--- src/logic/prl_defines.svh ---
// constants for the pin routing lock block
// assumes an 8-bit register write port from the cpu core
`ifndef PRL_DEFINES_SVH
`define PRL_DEFINES_SVH
`define PRL_KEY_FIRST   8'h55
`define PRL_KEY_SECOND  8'hAA
`define PRL_FLAG_BIT    0
`define PRL_SEL_WIDTH   6
`define PRL_NUM_IN      16
`define PRL_NUM_OUT     16
`define PRL_IN_SEL_W    4
`define PRL_OUT_SEL_W   4
`define PRL_SEL_DEFAULT 6'h00
`define PRL_FLAG_RESET  1'b0
`endif

--- src/logic/prl_pkg.sv ---
// types shared by the pin routing lock block
// assumes prl_defines.svh is on the include path
`include "prl_defines.svh"
package prl_pkg;
  typedef enum logic [1:0] {
    PRL_IDLE   = 2'b00,
    PRL_GOT_55 = 2'b01,
    PRL_ARMED  = 2'b10
  } prl_seq_t;
  typedef enum logic [1:0] {
    PRL_OW_FRESH   = 2'b00,
    PRL_OW_CLEARED = 2'b01,
    PRL_OW_SPENT   = 2'b10
  } prl_ow_t;
  // one write from the core to the lock register
  typedef struct packed {
    logic       full_wr;
    logic       bit_set;
    logic       bit_clr;
    logic [7:0] data;
  } prl_lock_wr_t;
  // one write to a routing selection
  typedef struct packed {
    logic                        wr;
    logic                        is_out;
    logic [`PRL_IN_SEL_W-1:0]    idx;
    logic [`PRL_SEL_WIDTH-1:0]   data;
  } prl_sel_wr_t;
endpackage : prl_pkg

--- src/logic/prl_lock.sv ---
// pin routing lock: key sequence, lock flag, one-way option, selections
// assumes core writes arrive as single-cycle strobes on clock
// assumes resetn is asserted together with por_n at power-up
// sleep stops the clock only; no state here is cleared by it
//
// What this block does
// - lock flag set blocks every routing selection write
// - flag change needs 55h then AAh written first
// - only single-bit set or clear of bit 0 changes flag
// - one-way option allows one clear and one set after it per reset
// - sleep leaves routing selections unchanged
// - power-on reset restores default routing selections
// - other resets keep routing selections
// - any device reset removes one-way restriction
// - bus clock and data may route to any pin
`timescale 1ns/1ps
`include "prl_defines.svh"
module prl_lock (
  input  wire logic                  clock,
  input  wire logic                  resetn,
  input  wire logic                  por_n,
  input  wire logic                  one_way_en,
  input  wire prl_pkg::prl_lock_wr_t lock_wr,
  input  wire prl_pkg::prl_sel_wr_t  sel_wr,
  output logic                       routing_lock_flag,
  output logic                       sel_write_refused,
  output logic [`PRL_IN_SEL_W*`PRL_SEL_WIDTH-1:0] in_sel,
  output logic [`PRL_IN_SEL_W*`PRL_SEL_WIDTH-1:0] out_sel
);
  prl_pkg::prl_seq_t seq;
  prl_pkg::prl_seq_t next_seq;
  prl_pkg::prl_ow_t  ow;
  prl_pkg::prl_ow_t  next_ow;
  logic              next_flag;
  logic              next_refused;
  logic              any_wr;
  logic              is_first_key;
  logic              is_second_key;
  logic              flag_op_ok;
  logic              may_clear;
  logic              may_set;
  logic              sel_ok;
  logic              in_wr;
  logic              out_wr;

  // bit operations carry a one-hot mask; only bit 0 reaches the flag
  function automatic logic bit0_only(input logic [7:0] d);
    bit0_only = d == 8'h01;
  endfunction : bit0_only

  // a key only counts when written as a whole byte
  function automatic logic full_key(input prl_pkg::prl_lock_wr_t w,
                                    input logic [7:0]            key);
    full_key = w.full_wr && w.data == key;
  endfunction : full_key

  // key decode, shared by every state of the sequence
  always_comb begin
    any_wr        = lock_wr.full_wr | lock_wr.bit_set | lock_wr.bit_clr;
    is_first_key  = full_key(lock_wr, `PRL_KEY_FIRST);
    is_second_key = full_key(lock_wr, `PRL_KEY_SECOND);
  end

  // key sequence; any other write except a repeated 55h drops back to idle
  // cycles with no lock write keep the state, so keys may be spaced
  always_comb begin
    next_seq = seq;
    if (any_wr) begin
      unique case (seq)
        prl_pkg::PRL_IDLE: begin
          if (is_first_key) begin
            next_seq = prl_pkg::PRL_GOT_55;
          end else begin
            next_seq = prl_pkg::PRL_IDLE;
          end
        end
        prl_pkg::PRL_GOT_55: begin
          if (is_second_key) begin
            next_seq = prl_pkg::PRL_ARMED;
          end else if (is_first_key) begin
            next_seq = prl_pkg::PRL_GOT_55;
          end else begin
            next_seq = prl_pkg::PRL_IDLE;
          end
        end
        prl_pkg::PRL_ARMED: begin
          // armed lasts for exactly one following write
          if (is_first_key) begin
            next_seq = prl_pkg::PRL_GOT_55;
          end else begin
            next_seq = prl_pkg::PRL_IDLE;
          end
        end
        // code 11 is unused and only reachable by an upset
        default: begin
          next_seq = prl_pkg::PRL_IDLE;
        end
      endcase
    end
  end

  // a half-entered sequence must not survive any reset
  always_ff @(posedge clock or negedge resetn) begin
    if (!resetn) begin
      seq <= prl_pkg::PRL_IDLE;
    end else begin
      seq <= next_seq;
    end
  end

  // one-way: fresh -> cleared -> spent, held until reset
  assign may_clear  = !one_way_en || ow == prl_pkg::PRL_OW_FRESH;
  assign may_set    = !one_way_en || ow != prl_pkg::PRL_OW_SPENT;
  // full-register writes never touch the flag
  assign flag_op_ok = seq == prl_pkg::PRL_ARMED && bit0_only(lock_wr.data);

  always_comb begin
    next_flag = routing_lock_flag;
    if (flag_op_ok) begin
      if (lock_wr.bit_set && may_set) begin
        next_flag = 1'b1;
      end else if (lock_wr.bit_clr && may_clear) begin
        next_flag = 1'b0;
      end
    end
  end

  // flag comes up unlocked after any reset; por is always paired
  always_ff @(posedge clock or negedge resetn) begin
    if (!resetn) begin
      routing_lock_flag <= `PRL_FLAG_RESET;
    end else begin
      routing_lock_flag <= next_flag;
    end
  end

  // set before any clear is allowed and does not spend the option
  always_comb begin
    next_ow = ow;
    if (flag_op_ok && one_way_en) begin
      if (lock_wr.bit_set && may_set) begin
        if (ow == prl_pkg::PRL_OW_CLEARED) begin
          next_ow = prl_pkg::PRL_OW_SPENT;
        end
      end else if (lock_wr.bit_clr && may_clear) begin
        next_ow = prl_pkg::PRL_OW_CLEARED;
      end
    end
  end

  // any device reset rearms the one-way option
  always_ff @(posedge clock or negedge resetn) begin
    if (!resetn) begin
      ow <= prl_pkg::PRL_OW_FRESH;
    end else begin
      ow <= next_ow;
    end
  end

  // lock freezes every selection write
  always_comb begin
    sel_ok       = sel_wr.wr && !routing_lock_flag;
    next_refused = sel_wr.wr && routing_lock_flag;
    in_wr        = sel_ok && !sel_wr.is_out;
    out_wr       = sel_ok && sel_wr.is_out;
  end

  // refusal is a one-cycle pulse, so nothing has to clear it
  always_ff @(posedge clock or negedge resetn) begin
    if (!resetn) begin
      sel_write_refused <= 1'b0;
    end else begin
      sel_write_refused <= next_refused;
    end
  end

  // any selection code accepted for any signal, incl. bus pins
  // same bank type for input and output so a bidir peripheral can
  // name one pin twice; matching them is software's job
  // banks reset on por only, so warm resets keep the routing
  prl_sel_bank u_in_bank (
    .clock    (clock),
    .por_n    (por_n),
    .wr       (in_wr),
    .idx      (sel_wr.idx),
    .data     (sel_wr.data),
    .sel_flat (in_sel)
  );

  prl_sel_bank u_out_bank (
    .clock    (clock),
    .por_n    (por_n),
    .wr       (out_wr),
    .idx      (sel_wr.idx),
    .data     (sel_wr.data),
    .sel_flat (out_sel)
  );
endmodule : prl_lock

--- src/logic/prl_sel_bank.sv ---
// bank of routing selection registers
// reset only by power-on; writes gated by the lock flag upstream
`timescale 1ns/1ps
`include "prl_defines.svh"
module prl_sel_bank (
  input  wire logic                      clock,
  input  wire logic                      por_n,
  input  wire logic                      wr,
  input  wire logic [`PRL_IN_SEL_W-1:0]  idx,
  input  wire logic [`PRL_SEL_WIDTH-1:0] data,
  output logic [`PRL_IN_SEL_W*`PRL_SEL_WIDTH-1:0] sel_flat
);
  logic [`PRL_SEL_WIDTH-1:0] sel      [`PRL_NUM_IN];
  logic [`PRL_SEL_WIDTH-1:0] next_sel [`PRL_NUM_IN];

  always_comb begin
    for (int i = 0; i < `PRL_NUM_IN; i++) begin
      next_sel[i] = sel[i];
    end
    if (wr) begin
      next_sel[idx] = data;
    end
  end

  // only power-on clears; other resets keep values
  always_ff @(posedge clock or negedge por_n) begin
    if (!por_n) begin
      for (int i = 0; i < `PRL_NUM_IN; i++) begin
        sel[i] <= `PRL_SEL_DEFAULT;
      end
    end else begin
      for (int i = 0; i < `PRL_NUM_IN; i++) begin
        sel[i] <= next_sel[i]; // sleep does not touch these
      end
    end
  end

  always_comb begin
    sel_flat = '0;
    for (int i = 0; i < `PRL_IN_SEL_W; i++) begin
      sel_flat[i*`PRL_SEL_WIDTH +: `PRL_SEL_WIDTH] = sel[i];
    end
  end
endmodule : prl_sel_bank

--- config.mk ---
export PLATFORM = sky130hd
export DESIGN_NAME = prl_lock
export DESIGN_NICKNAME = d
export VERILOG_FILES = /design/src/logic/prl_pkg.sv /design/src/logic/prl_lock.sv /design/src/logic/prl_sel_bank.sv
export VERILOG_INCLUDE_DIRS = /design/src /design/src/logic
export SDC_FILE = /design/constraint.sdc
export NUM_CORES = 1
export LEC_CHECK = 0
export BUFFER_PORTS_ARGS = -buffer_cell sky130_fd_sc_hd__buf_4
export CAP_MARGIN = 20
export CELL_PAD_IN_SITES_DETAIL_PLACEMENT = 0
export CELL_PAD_IN_SITES_GLOBAL_PLACEMENT = 2
export CORE_AREA = 3 3 88 90
export DETAILED_ROUTE_END_ITERATION = 12
export DIE_AREA = 0 0 91 93
export PLACE_DENSITY_LB_ADDON = 0.1
export REMOVE_ABC_BUFFERS = 1
export SETUP_SLACK_MARGIN = 0.15
export SKIP_CTS_REPAIR_TIMING = 1
export SLEW_MARGIN = 25
export SYNTH_ARGS = -nofsm -noshare
export SYNTH_HDL_FRONTEND = slang
export SYNTH_HIERARCHICAL = 1
export SYNTH_SLANG_ARGS = --single-unit
--- constraint.sdc ---
create_clock -name clock -period 2 [get_ports clock]
set_input_delay 0.6 -clock clock [delete_from_list [all_inputs] [get_ports clock]]
set_output_delay 0.6 -clock clock [all_outputs]
set_load 0.05 [all_outputs]
==> results.toml <==
[clock_tree]
clock_path_buffers = 2
clk_latency_ps = 300
clk_pin_slew_ps = 100
htreeDepth = 2
cts_buffers = 5
cts_tree = "built"
cts_sinks = 54
clockRootBuffer = "clkbuf_8"

[power_and_ir_drop]
p_leak_nw = 1.477
pwr-share-seq = 0.422
p_int_mw = 1.947
p_clk_frac = 0.181
power_density_mw_per_mm2 = 1082
pwr-share-comb = 0.397
ir_drop_v = 0.0004143
switching_power_mw = 1.326
p_sw_frac = 0.4052

[timing]
hold_viol = 0
fin_tns_setup_ps = 0
worstMarginPinSlew_ps = 593.1
drv_slew = 0
layout_min_cycle_time_ps = 1750
slew_headroom = 0.6046
rsz0062_at_grt = "false"
clock_skew_ps = 6.611
final.period_utilization = 0.8752
fmax_mhz = 571.3
setup_violations = 0

[yosys]
yosys_warnings = 6
async_reset_ff_frac = 1.000
synth_area_leaders = "dfrtp_1 (60%), mux2_2 (24%), nor4b_2 (2.0%), nand2_1 (1.3%), nand4_1 (1.1%)"
synth_seq_cells = 54
ys_types = 27
avgSynthCellArea_um2 = 14.91
yosysTopAreaCell = "dfrtp_1"
syn-instance-count = 150
synth-edff-count = 0
synth_top_area_share = 0.6040
synthesis.area_mm2 = 0.002237
synthFlopType = "dfrtp_1"
synth-seq-area-share = 0.6040

[worst_setup_path]
r2r_cells = 4
cp-start-kind = "flop"
arrival_ps = 1940
required_ps = 2190
path_max_fanout = 6
crit_slowest_cell = "dfrtp_1"
rr_endpoint = "u_out_bank/sel_flat[4]"
r2r-start = "routing_lock_flag"
path_class = "reg -> reg"
crit_path_max_incr_delay_ps = 430
path_cells = "and3b_1, nor4b_2, and2b_2, mux2_2"
end_kind = "flop"
r2r_slack_ps = 250

[final_layout]
nets = 259
stdcell_count = 332
area_growth_pct = 35.23
layout-drive-gt1-share = 0.6180
diodes = 0
design_area_mm2 = 0.003025
fill_cells = 704
post-route-util = 0.4239

[job]
cap_violations = 0

[placement]
place.gp.congestion = 0.7847
place_area_mm2 = 0.002922
hpwl_um = 4045
placed_cells = 324
port_buffers = 76

[global_routing]
antenna_found_initial = 0
grt-ovfl-total = 0
grt_pass1_wl_um = 8659
grt_max_degree = 49
grtUsageTotal = 0.1314
grt_pass1_vias = 1592

[hold_path]
worstHoldPathType = "in -> async"

[route]
drt_wl_total_um = 5309
vias_per_cell = 4.590
via_count = 1524
drtIter0Drc = 35
ant_nets = 0
drc_errors = 0
wire_per_inst_um = 15.99
first_pass_iters = 4

[die]
start_util = 0.3135
dieWidth_um = 91
die_height_um = 93
placeableCoreArea_mm2 = 0.007137
ios = 77
rows = 31
die_area_mm2 = 0.008463

[run_status]
status = "finished, final reports clean"
## registers in the layout, summed over array words and instances (netlist names)
register             cells
u_in_bank/sel_flat      24
seq                      2
ow                       2
sel_write_refused        1
routing_lock_flag        1
u_out_bank/sel_flat     24
## how the worst max path moves through the flow
stage | startpoint | endpoint | cells after the start
detailed placement | sel_wr[10] | u_in_bank/sel_flat[2] | 6
global placement | sel_wr[10] | u_in_bank/sel_flat[0] | 6
floorplan | routing_lock_flag | u_in_bank/sel_flat[0] | 4
global route | routing_lock_flag | u_in_bank/sel_flat[2] | 5
finish | routing_lock_flag | u_out_bank/sel_flat[4] | 4
CTS | routing_lock_flag | u_in_bank/sel_flat[1] | 5
## metrics by stage
step           hold slack [ps]  worst slack, ps  total power [mW]
3_3_place_gp             415.5           -109.0             2.700
2_1_floorplan            304.4            180.7             2.244
6_report                 90.21            249.6             3.274
5_1_grt                  73.42            166.5             3.434
3_5_place_dp             415.9           -142.3             2.720
4_1_cts                  78.24            127.6             3.327
## cell usage after synthesis, types with 2 or more instances
cell type / count
dfrtp_1: 54
mux2_2: 48
nand2_1: 8
nand4_1: 4
nor2_1: 4
nor4b_2: 3
and2b_2: 2
and4b_1: 2
buf_2: 2
buf_6: 2
inv_1: 2
nand3_1: 2
nor3b_1: 2
o21ai_0: 2
## power groups by stage
stage	clock, mW	combinational (mW)	sequential, mW
after detailed placement	0	1.31	1.41
after CTS	0.627	1.31	1.39
final	0.593	1.30	1.38
after global routing	0.667	1.35	1.41
after floorplan	0	0.181	2.06
after global placement	0	1.30	1.40
## cell type report
| cell class | count | area [um2] | area share |
|---|---|---|---|
| Clock buffer | 5 | 68.82 | 0.02275 |
| Timing Repair Buffer | 79 | 593.1 | 0.1960 |
| Multi-Input combinational cell | 90 | 859.6 | 0.2841 |
| Clock inverter | 3 | 21.27 | 0.007031 |
| Sequential cell | 54 | 1351 | 0.4467 |
| Inverter | 2 | 7.507 | 0.002481 |
| Tap cell | 99 | 123.9 | 0.04094 |
## cell usage in the layout (no fill, tap or decap), types with 2 or more instances in the layout
cell	Yosys	final
and2b_2	2	2
and4b_1	2	2
buf_4	0	79
clkbuf_8	0	5
dfrtp_1	54	54
inv_1	2	2
mux2_2	48	48
nand2_1	8	8
nand3_1	2	2
nand4_1	4	4
nor2_1	4	4
nor3b_2	1	2
nor4b_2	3	2
o21ai_0	2	2
## worst max-delay path, delay by kind of cell (launching register included)
kind	cells	cell delay, ps
flip-flops	1	430
multiplexers	1	350
AND/OR/NAND/NOR	3	860
## logic make-up after synthesis
family                 share of synthesized area
DFF                                       0.6040
AOI/OAI and AO/OA                        0.02405
muxes                                     0.2416
buffers and inverters                    0.01790
and+or+nand+nor                           0.1124
## layer usage
metal,track usage,up-vias,share of wire
met5,0,-,0
met3,0.03862,2,0.045
met1,0.1700,765,0.45
met2,0.2164,44,0.50
met4,0.03392,0,0.0047
li1,-,713,-
(Power assumes the default switching activity.)
